[src/reload_timer_defs.vh]
// Constants for the eight-bit reload timer: modes, count sources, reset values.
// Assumes inclusion by bare name from the design files of the same folder.
`ifndef RELOAD_TIMER_DEFS_VH
`define RELOAD_TIMER_DEFS_VH

// ----------------------------------------
// Operating modes
// ----------------------------------------
`define MODE_TIMER 3'h0
`define MODE_PULSE_OUT 3'h1
`define MODE_EVENT 3'h2
`define MODE_WIDTH 3'h3
`define MODE_PERIOD 3'h4

// ----------------------------------------
// Count source selection
// ----------------------------------------
`define SRC_FULL 2'h0
`define SRC_DIV8 2'h1
`define SRC_OSC 2'h2
`define SRC_DIV2 2'h3
`define DIV_LAST 3'h7
`define DIV_ONE 3'h1
`define DIV_ZERO 3'h0

// ----------------------------------------
// Reset values and counter constants
// ----------------------------------------
`define CNT_RST 8'hFF
`define CNT_ZERO 8'h00
`define CNT_ONE 8'h01

`endif

[src/count_source_sel.v]
// Count source selector: one-cycle tick for full, div-2, div-8 or oscillator rate.
// Assumes the oscillator edge arrives already synchronised.
`include "reload_timer_defs.vh"
`timescale 1ns/1ps
module count_source_sel (
	// Clock and reset
	input wire sys_clk_i,
	input wire sys_rst_i,
	// Selection and oscillator edge
	input wire [1:0] sel_i,
	input wire osc_rise_i,
	// Count source tick
	output reg tick_o
);
	reg [2:0] div_q;

	always @(posedge sys_clk_i) begin
		if (sys_rst_i) begin
			div_q <= `DIV_ZERO;
		end else begin
			div_q <= div_q + `DIV_ONE;
		end
	end

	always @* begin
		case (sel_i)
			`SRC_FULL: begin
				tick_o = 1'b1;
			end
			`SRC_DIV2: begin
				tick_o = div_q[0];
			end
			`SRC_DIV8: begin
				tick_o = (div_q == `DIV_LAST);
			end
			`SRC_OSC: begin
				tick_o = osc_rise_i;
			end
			default: begin
				tick_o = 1'b0;
			end
		endcase
	end
endmodule

[src/pin_sync.v]
// Two-stage synchroniser with edge detection after the second stage.
// Assumes an asynchronous level input and the system clock.
`timescale 1ns/1ps
module pin_sync (
	// Clock and reset
	input wire sys_clk_i,
	input wire sys_rst_i,
	// Asynchronous input
	input wire async_i,
	// Synchronised level and edges
	output wire level_o,
	output wire rise_o,
	output wire fall_o
);
	reg meta_q;
	reg sync_q;
	reg prev_q;

	always @(posedge sys_clk_i) begin
		if (sys_rst_i) begin
			meta_q <= 1'b0;
			sync_q <= 1'b0;
			prev_q <= 1'b0;
		end else begin
			meta_q <= async_i;
			sync_q <= meta_q;
			prev_q <= sync_q;
		end
	end

	assign level_o = sync_q;
	assign rise_o = sync_q & ~prev_q;
	assign fall_o = ~sync_q & prev_q;
endmodule

[src/reload_timer.v]
// Eight-bit down-counting reload timer with eight-bit prescaler and five modes.
// Assumes control inputs on the system clock; pin and oscillator are asynchronous.
//
// Operation
// - Two stages, 8-bit prescaler and 8-bit timer, each with reload and counter.
// - One write port per stage reaches reload and counter together while stopped; reload only while counting.
// - Selected count source paces counting and reloading in every mode but event counter; period edges reload directly.
// - Timer mode counts the internal source only, no external measurement.
// - Pulse output mode counts internal source, inverts output on underflow.
// - Pulse output and event modes output equal high/low rectangular wave.
// - Event counter mode counts pulses on the timer input pin.
// - Width mode counts internal source while the external pulse lasts.
// - Period mode counts internal source between successive active edges.
// - Bidirectional pin direction follows mode; second pin is output only.
// - Timer runs alone, sharing no counting state with other timers.
`include "reload_timer_defs.vh"
`timescale 1ns/1ps
module reload_timer (
	// Clock and reset
	input wire sys_clk_i,
	input wire sys_rst_i,
	// Control
	input wire count_start_i,
	input wire force_stop_i,
	input wire [2:0] mode_i,
	input wire [1:0] clk_sel_i,
	input wire source_cut_i,
	input wire pin_polarity_i,
	input wire out_enable_i,
	input wire flag_clr_i,
	// Prescale and count register writes
	input wire pre_wr_i,
	input wire [7:0] pre_wdata_i,
	input wire cnt_wr_i,
	input wire [7:0] cnt_wdata_i,
	// Pins and oscillator
	input wire timer_bidir_pin_i,
	input wire onchip_oscillator_clock_i,
	output reg timer_bidir_pin_o,
	output reg timer_bidir_pin_oe_o,
	output reg timer_output_pin_o,
	// Status and readback
	output reg [7:0] pre_count_o,
	output reg [7:0] cnt_count_o,
	output reg counting_o,
	output reg underflow_flag_o,
	output reg edge_flag_o,
	output reg irq_o
);
	// ----------------------------------------
	// Declarations
	// ----------------------------------------
	reg [7:0] pre_rld_q;
	reg [7:0] pre_cnt_q;
	reg [7:0] pre_cnt_d;
	reg [7:0] tim_rld_q;
	reg [7:0] tim_cnt_q;
	reg [7:0] tim_cnt_d;
	reg [7:0] cap_q;
	reg counting_q;
	reg tog_q;
	reg step;
	wire pin_lvl;
	wire pin_rise;
	wire pin_fall;
	wire osc_rise;
	wire src_tick;
	wire run;
	wire stepping;
	wire act_edge;
	wire end_edge;
	wire act_lvl;
	wire pre_zero;
	wire tim_zero;
	wire pre_uf;
	wire tim_uf;
	wire period_edge;
	wire width_end;
	wire wave_mode;

	// ----------------------------------------
	// Input synchronisers and count source
	// ----------------------------------------
	pin_sync u_pin_sync (
		.sys_clk_i(sys_clk_i),
		.sys_rst_i(sys_rst_i),
		.async_i(timer_bidir_pin_i),
		.level_o(pin_lvl),
		.rise_o(pin_rise),
		.fall_o(pin_fall)
	);

	pin_sync u_osc_sync (
		.sys_clk_i(sys_clk_i),
		.sys_rst_i(sys_rst_i),
		.async_i(onchip_oscillator_clock_i),
		.level_o(),
		.rise_o(osc_rise),
		.fall_o()
	);

	count_source_sel u_src (
		.sys_clk_i(sys_clk_i),
		.sys_rst_i(sys_rst_i),
		.sel_i(clk_sel_i),
		.osc_rise_i(osc_rise),
		.tick_o(src_tick)
	);

	// ----------------------------------------
	// Edge and level qualification
	// ----------------------------------------
	// Pin edges trail the pad by two cycles
	assign act_edge = pin_polarity_i ? pin_fall : pin_rise;
	assign end_edge = pin_polarity_i ? pin_rise : pin_fall;
	assign act_lvl = pin_lvl ^ pin_polarity_i;
	// Force stop blocks stepping in its own cycle, so no late underflow
	assign run = counting_q & ~source_cut_i & ~force_stop_i;
	assign wave_mode = (mode_i == `MODE_PULSE_OUT) | (mode_i == `MODE_EVENT);

	// ----------------------------------------
	// Count step per mode
	// ----------------------------------------
	always @* begin
		case (mode_i)
			`MODE_TIMER: begin
				step = src_tick;
			end
			`MODE_PULSE_OUT: begin
				step = src_tick;
			end
			`MODE_EVENT: begin
				step = act_edge;
			end
			`MODE_WIDTH: begin
				step = src_tick & act_lvl;
			end
			`MODE_PERIOD: begin
				step = src_tick;
			end
			default: begin
				step = 1'b0;
			end
		endcase
	end

	// ----------------------------------------
	// Underflow detection
	// ----------------------------------------
	assign stepping = run & step;
	assign pre_zero = (pre_cnt_q == `CNT_ZERO);
	assign tim_zero = (tim_cnt_q == `CNT_ZERO);
	assign pre_uf = stepping & pre_zero;
	assign tim_uf = pre_uf & tim_zero;
	assign period_edge = run & (mode_i == `MODE_PERIOD) & act_edge;
	assign width_end = run & (mode_i == `MODE_WIDTH) & end_edge;

	// ----------------------------------------
	// Run control
	// ----------------------------------------
	always @(posedge sys_clk_i) begin
		if (sys_rst_i | force_stop_i) begin
			counting_q <= 1'b0;
		end else begin
			counting_q <= count_start_i;
		end
	end

	// ----------------------------------------
	// Reload registers
	// ----------------------------------------
	always @(posedge sys_clk_i) begin
		if (sys_rst_i | force_stop_i) begin
			pre_rld_q <= `CNT_RST;
			tim_rld_q <= `CNT_RST;
		end else begin
			if (pre_wr_i) begin
				pre_rld_q <= pre_wdata_i;
			end
			if (cnt_wr_i) begin
				tim_rld_q <= cnt_wdata_i;
			end
		end
	end

	// ----------------------------------------
	// Prescaler counter
	// ----------------------------------------
	// Writes while counting reach only the reload registers
	always @* begin
		pre_cnt_d = pre_cnt_q;
		if (pre_wr_i & ~counting_q) begin
			pre_cnt_d = pre_wdata_i;
		end else if (period_edge) begin
			pre_cnt_d = pre_rld_q;
		end else if (stepping) begin
			if (pre_zero) begin
				pre_cnt_d = pre_rld_q;
			end else begin
				pre_cnt_d = pre_cnt_q - `CNT_ONE;
			end
		end
	end

	// ----------------------------------------
	// Timer counter
	// ----------------------------------------
	always @* begin
		tim_cnt_d = tim_cnt_q;
		if (cnt_wr_i & ~counting_q) begin
			tim_cnt_d = cnt_wdata_i;
		end else if (period_edge) begin
			tim_cnt_d = tim_rld_q;
		end else if (pre_uf) begin
			if (tim_zero) begin
				tim_cnt_d = tim_rld_q;
			end else begin
				tim_cnt_d = tim_cnt_q - `CNT_ONE;
			end
		end
	end

	always @(posedge sys_clk_i) begin
		if (sys_rst_i | force_stop_i) begin
			pre_cnt_q <= `CNT_RST;
			tim_cnt_q <= `CNT_RST;
		end else begin
			pre_cnt_q <= pre_cnt_d;
			tim_cnt_q <= tim_cnt_d;
		end
	end

	// ----------------------------------------
	// Period capture
	// ----------------------------------------
	// Holds the timer count seen at each active edge
	always @(posedge sys_clk_i) begin
		if (sys_rst_i | force_stop_i) begin
			cap_q <= `CNT_RST;
		end else if (period_edge) begin
			cap_q <= tim_cnt_q;
		end
	end

	// ----------------------------------------
	// Output wave
	// ----------------------------------------
	always @(posedge sys_clk_i) begin
		if (sys_rst_i | force_stop_i) begin
			tog_q <= 1'b0;
		end else if (tim_uf & wave_mode) begin
			tog_q <= ~tog_q;
		end
	end

	// Polarity also inverts the driven pin level
	always @(posedge sys_clk_i) begin
		if (sys_rst_i) begin
			timer_bidir_pin_o <= 1'b0;
			timer_bidir_pin_oe_o <= 1'b0;
			timer_output_pin_o <= 1'b0;
		end else begin
			timer_bidir_pin_o <= tog_q ^ pin_polarity_i;
			timer_bidir_pin_oe_o <= (mode_i == `MODE_PULSE_OUT);
			timer_output_pin_o <= out_enable_i & wave_mode & ~tog_q;
		end
	end

	// ----------------------------------------
	// Flags, interrupt and readback
	// ----------------------------------------
	always @(posedge sys_clk_i) begin
		if (sys_rst_i | force_stop_i) begin
			underflow_flag_o <= 1'b0;
			edge_flag_o <= 1'b0;
		end else begin
			// Set wins over clear
			if (tim_uf) begin
				underflow_flag_o <= 1'b1;
			end else if (flag_clr_i) begin
				underflow_flag_o <= 1'b0;
			end
			if (period_edge | width_end) begin
				edge_flag_o <= 1'b1;
			end else if (flag_clr_i) begin
				edge_flag_o <= 1'b0;
			end
		end
	end

	// One-cycle request per timer underflow
	always @(posedge sys_clk_i) begin
		if (sys_rst_i) begin
			irq_o <= 1'b0;
			counting_o <= 1'b0;
			pre_count_o <= `CNT_RST;
			cnt_count_o <= `CNT_RST;
		end else begin
			irq_o <= tim_uf;
			counting_o <= counting_q;
			pre_count_o <= pre_cnt_q;
			cnt_count_o <= (mode_i == `MODE_PERIOD) ? cap_q : tim_cnt_q;
		end
	end
endmodule

[config.mk]
export PLATFORM = sky130hd
export DESIGN_NAME = reload_timer
export DESIGN_NICKNAME = d
export VERILOG_FILES = /design/src/count_source_sel.v /design/src/pin_sync.v /design/src/reload_timer.v
export VERILOG_INCLUDE_DIRS = /design/src
export SDC_FILE = /design/constraint.sdc
export NUM_CORES = 1
export LEC_CHECK = 0
export BUFFER_PORTS_ARGS = -buffer_cell sky130_fd_sc_hd__buf_2
export CAP_MARGIN = 20
export CORE_MARGIN = 5
export CORE_UTILIZATION = 60
export CTS_CLUSTER_SIZE = 24
export DETAILED_ROUTE_END_ITERATION = 12
export GPL_TIMING_DRIVEN = 0
export PLACE_DENSITY = 0.84
export SYNTH_ARGS = -nofsm -noshare
export SYNTH_HDL_FRONTEND = slang
export SYNTH_SLANG_ARGS = --single-unit
export TNS_END_PERCENT = 20
[constraint.sdc]
create_clock -name sys_clk_i -period 6.5 [get_ports sys_clk_i]
set_input_delay 0.975 -clock sys_clk_i [delete_from_list [all_inputs] [get_ports sys_clk_i]]
set_output_delay 0.975 -clock sys_clk_i [all_outputs]
set_load 0.03 [all_outputs]
* Word-level counts from Yosys, hierarchy flattened *
Cells that the tools add are included.

storage, ports and cells
  flip-flop bits (word level) = 74
  input bits = 33
  output and inout port bits = 23
  logic and storage cells = 89

cells by class
  add/sub/neg operators = 3
  eq/ne operators = 8
  muxes and demuxes = 16
  bitwise gates (word level) = 30
  reduce and logical (&&, ||, !) cells = 9

operators by type and width
  operator                                                               number
  8-bit 2-to-1 mux                                                       9
  1-bit AND                                                              18
  8-bit logical NOT                                                      2
  8-bit by 1-bit subtractor with 8-bit output, second input constant     2
  1-bit NOT                                                              7
  3-bit by 2-bit equality test with 1-bit output, second input constant  2
  3-bit equality test, second input constant                             2
  3-bit nonzero test                                                     2
  1-bit 2-to-1 mux                                                       5
  2-bit equality test, second input constant                             2
  1-bit one-hot mux with 4 select lines                                  1
  2-bit nonzero test                                                     2
  3-bit by 1-bit adder with 3-bit output, second input constant          1
  3-bit by 1-bit equality test with 1-bit output, second input constant  1
  3-bit logical NOT                                                      1
  1-bit OR                                                               3
  1-bit one-hot mux with 3 select lines                                  1
  3-bit OR reduction                                                     1
  2-bit by 1-bit equality test with 1-bit output, second input constant  1
  2-bit logical NOT                                                      1
  1-bit XOR                                                              2

* Depth between registers and ports, before layout *
  word-level depth = 10
  depth in mapped cells = 8
  mapped depth without buffers = 7

* Hierarchy *
Synthesis repeated with hierarchy kept, for this count alone.

second synthesis, totals
  cell total of the unflattened synthesis = 365
  area, all modules = 3383.2 um^2

modules (own cells, without submodules)
  module            times used  cells an instance  area each (um^2)  sequential area each (um^2)
  reload_timer      1           338                3078.0            1301.2
  pin_sync          2           8                  91.3              60.1
  count_source_sel  1           11                 122.6             60.1

* Worst setup path after synthesis *
No wires, ideal clock.

  kind = in2reg
  start point = input port mode_i[1]
  end point = register pre_cnt_q[4]
  library setup time = 0.131 ns
  arrival time = 2.594 ns
  data required time = 6.369 ns
  slack = 3.774 ns
  stages = 8
  buffers on the path = 3
  cell sequence = clkbuf_1 > nor3b_2 > o211a_1 > buf_2 > a2111o_1 > clkbuf_1 > o311a_1 > o21ai_1

between the ends
  cells in the longest elaborated chain, start to end = 5
  elaborated cells between the ends (all ways) = 13
  classes of those cells = 4 x eq/ne; 3 x mux; 3 x bitwise; 3 x reduce/logical

ends and longest elaborated chain
  element                                                                    line                                    text
  from (decl)                                                                reload_timer.v:25                       input wire [2:0] mode_i,
  3-bit equality test (tied with other cells)                                reload_timer.v:125                      case (mode_i)
  3-bit OR reduction (no line) / 1-bit AND (equally long branches)           -
  1-bit one-hot mux with 3 select lines / 1-bit AND (equally long branches)  reload_timer.v:125, reload_timer.v:155
  1-bit AND / 8-bit 2-to-1 mux (equally long branches)                       reload_timer.v:150, reload_timer.v:194
  3-bit nonzero test (no line) / 8-bit 2-to-1 mux (equally long branches)    -
  to (signal assigned)                                                       reload_timer.v:225                      pre_cnt_q <= `CNT_RST;
  to (signal assigned)                                                       reload_timer.v:228                      pre_cnt_q <= pre_cnt_d;
  to (decl)                                                                  reload_timer.v:54                       reg [7:0] pre_cnt_q;

Parallel ways exist; a longest one is shown, timed or not.
A chain may end at the register's enable or synchronous reset.

* Final worst setup path *
Same ends and word-level chain as after synthesis.

==> PnR_summary.wiki <==
{| class="wikitable"
! Metric !! Value
|-
| GR Overflow Total || 0
|-
| Critical path start-end classification || in -> reg
|-
| Max-slew violation total from the final report || 0
|-
| Req. time, crit path || 6.70 ns
|-
| Global routing usage summed across all routing layers || 0.2338
|-
| Number of nets in the synthesized netlist || 394
|-
| Count of input and output buffers || 52
|-
| Starting DRC count in detailed routing || 183
|-
| Most common library cell in the layout ignoring fill and taps || sky130_fd_sc_hd__dfxtp_1
|-
| Relative slew slack || 0.3487
|-
| Post-Route Setup TNS || 0 ns
|-
| Die boundary width || 84.54 microns
|-
| FF+latch count, synth || 74
|-
| Number of cells produced by synthesis || 355
|-
| Max-cap violations || 0
|-
| Commonest non-fill, non-tap cells in the layout || sky130_fd_sc_hd__dfxtp_1, sky130_fd_sc_hd__buf_2, sky130_fd_sc_hd__nand2_1
|-
| Worst-path clk slew || 0.07 ns
|-
| Minimum clock period after layout || 3.112 ns
|-
| CTS Root Cell || sky130_fd_sc_hd__clkbuf_8
|-
| Remaining design rule violation count || 0
|-
| Average via count per standard cell || 5.988
|-
| Setup fix buffers added after clock tree synthesis || 0
|-
| Clock tree from TritonCTS || built
|-
| Floorplan die area || 7146 sq um
|-
| Worst EP arrival || 3.32 ns
|-
| Hold violation total from the final report || 0
|-
| Clock Sink Count || 74
|-
| Max IR drop VDD || 0.1858 mV
|-
| Number of warnings reported in the yosys synthesis log || 0
|-
| Maximum clock rate || 321.4 MHz
|-
| Portion of the post-synthesis area used by sequential elements || 0.4444
|-
| Kind of launch point of the worst setup path || input pin
|-
| Tcrit/Tclk final || 0.4787
|-
| Number of rows in the core area || 27
|-
| Clock buffer depth || 2
|-
| Post-synth EDFFs || 0
|-
| Crit path top cell by count || sky130_fd_sc_hd__clkbuf_1
|-
| Area delta synth->final || 15.58%
|-
| Critical path endpoint category || flop
|-
| Core Footprint || 5439 sq um
|-
| Global-route wire length before repair || 13540 microns
|-
| Number of failing setup endpoints in the final timing report || 0
|-
| Post-route insts no fill || 493
|-
| Estimated wirelength of the detail-placed design || 5665 microns
|-
| Num ports || 56
|-
| Kind of cell adding the most delay to the critical path || compound AO/OA/AOI/OAI gates
|-
| Clock latency at the later pin of the worst-skew pair || 0.35 ns
|-
| Max incr delay on CP || 0.63 ns
|-
| Vias || 2952
|-
| Post-CTS resize count || 0
|-
| Routed WL || 8057 microns
|-
| Post-synthesis instance area || 3333 sq um
|-
| Final estimated routing congestion in global placement || 0.9156
|-
| Total iterations of the first detailed-routing run || 5
|-
| Main synth FF type || sky130_fd_sc_hd__dfxtp_1
|-
| Via count of the first global-routing pass || 2866
|-
| Crit path buffers/inverters || 3
|-
| Instance count after placement with tap cells included || 479
|-
| Initial core utilization || 0.6128
|-
| Routed WL per cell || 16.34 microns
|-
| Initial antenna violation count || 0
|-
| Power per cell area || 228.9 nW/um^2
|-
| Outcome || finished clean
|-
| Largest fanout on the critical path || 10
|-
| Final antenna diode count || 0
|-
| Worst hold path class || reg -> reg
|-
| Total number of nets in the final design || 457
|-
| RSZ-0062 raised after global routing || false
|-
| Cell breakdown of the critical path || clkbuf_1, nor3b_2, o211a_1, buf_2, a2111o_1, clkbuf_1, o311a_1, o21ai_1
|-
| Hold buffer count at CTS || 0
|-
| Unique masters post-synth || 56
|-
| Async S/R FF share, synth || 0
|-
| Post-DRT Antenna Nets || 0
|-
| Library cell contributing the largest single delay on the critical path || sky130_fd_sc_hd__nor3b_2
|-
| Maximum number of pins on one net before global-route repair || 12
|-
| Leakage power summed over all cells || 1.605 nW
|-
| Final clock skew || 0.004103 ns
|-
| Height of the chip || 84.54 microns
|-
| CTS H-tree lvls || 3
|-
| Share of cells above drive strength 1 || 0.2067
|-
| Slew of the pin with the lowest slew margin || 0.9726 ns
|-
| Post-synthesis area per instance || 9.389 sq um
|-
| TritonCTS buffer count || 9
|}
==> cell type report <==
| type | count | area [sq um] |
|---|---|---|
| plain buffers | 22 | 100.1 |
| well taps | 72 | 90.09 |
| multi-input cells | 253 | 1729 |
| inverters | 6 | 22.52 |
| repair buffers | 52 | 260.3 |
| clock buffers | 12 | 155.1 |
| flip-flops and latches | 74 | 1481 |
| clock inverters | 2 | 13.76 |
| fillers | 449 | 1587 |
==> path summary, 6_finish.rpt <==
path	startpoint	endpoint	slack (ns)	depth (start not counted)
worst max-delay path	mode_i[1]	pre_cnt_q[4]$_SDFFE_PP1P_	3.39	8
worst min-delay path	u_pin_sync.meta_q$_SDFF_PP0_	u_pin_sync.level_o$_SDFF_PP0_	0.44	1
worst max register to register	pre_cnt_q[2]$_SDFFE_PP1P_	tim_cnt_q[2]$_SDFFE_PP1P_	3.85	6
worst min register to register	u_pin_sync.meta_q$_SDFF_PP0_	u_pin_sync.level_o$_SDFF_PP0_	0.44	1
==> cells in the mapped netlist (all sizes together), types with 2 or more instances <==
cell / n / area [sq um]
o21ai: 10 / 53.80
or4: 2 / 18.77
and4: 2 / 17.52
nor4: 6 / 37.54
nand2b: 5 / 31.28
o32a: 6 / 60.06
xor2: 5 / 43.79
o21a: 2 / 15.01
nor4b: 3 / 41.29
and2: 7 / 43.79
nor2: 16 / 67.56
nor3: 6 / 30.03
o211ai: 3 / 22.52
mux2i: 17 / 170.2
a21oi: 18 / 93.84
o22a: 2 / 17.52
xnor2: 7 / 61.31
o311a: 8 / 80.08
nand2: 40 / 150.1
clkbuf: 18 / 67.56
inv: 6 / 22.52
nor3b: 5 / 42.54
and3: 2 / 12.51
o31ai: 3 / 22.52
or3: 7 / 48.80
nand3: 7 / 35.03
nor2b: 19 / 118.9
buf: 4 / 32.53
a211o: 9 / 78.83
a211oi: 7 / 52.55
ha: 6 / 75.07
dfxtp: 74 / 1481
or2: 9 / 56.30
==> per-stage QoR <==
stage	utilization	hold WS, ns	power (mW)	cell area (sq um)	setup slack (ns)
final	0.7083	0.4399	0.8816	3852	3.388
after global routing	0.7083	0.4652	0.9251	3852	3.262
after CTS	0.7083	0.4486	0.8832	3852	3.486
after detailed placement	0.6772	0.4319	0.5751	3684	3.135
after global placement	0.6772	0.4203	0.5724	3684	3.176
after floorplan	-	0.4138	0.5436	3333	3.774
==> routing by layer <==
metal / wire length, microns / vias to the layer above / global-route usage
met5: 0 / - / 0
met4: 164 / 0 / 0.08777
met3: 614 / 18 / 0.06575
met2: 3802 / 132 / 0.3644
met1: 3475 / 1402 / 0.3083
li1: - / 1400 / -
==> report_power, final <==
part           internal [mW]  switching (mW)  total, mW
registers              0.467         0.00994      0.477
clock network          0.155           0.160      0.315
logic                 0.0374          0.0522     0.0896
==> sequential cells by signal, indices dropped and copies added, names as in the netlist, 3 cells and up <==
name         cells
cap_q            8
cnt_count_o      8
pre_cnt_q        8
pre_count_o      8
pre_rld_q        8
tim_cnt_q        8
tim_rld_q        8
u_src.div_q      3
==> cells by family after synthesis <==
group	after synthesis	synth area share
flops	74	0.4444
simple gates	140	0.2369
buf+inv	28	0.03678
xor+xnor	12	0.03153
compound gates	77	0.1734
mux	18	0.05443
fa+ha+maj	6	0.02252
Note: power is estimated with default switching activity, not from simulation.
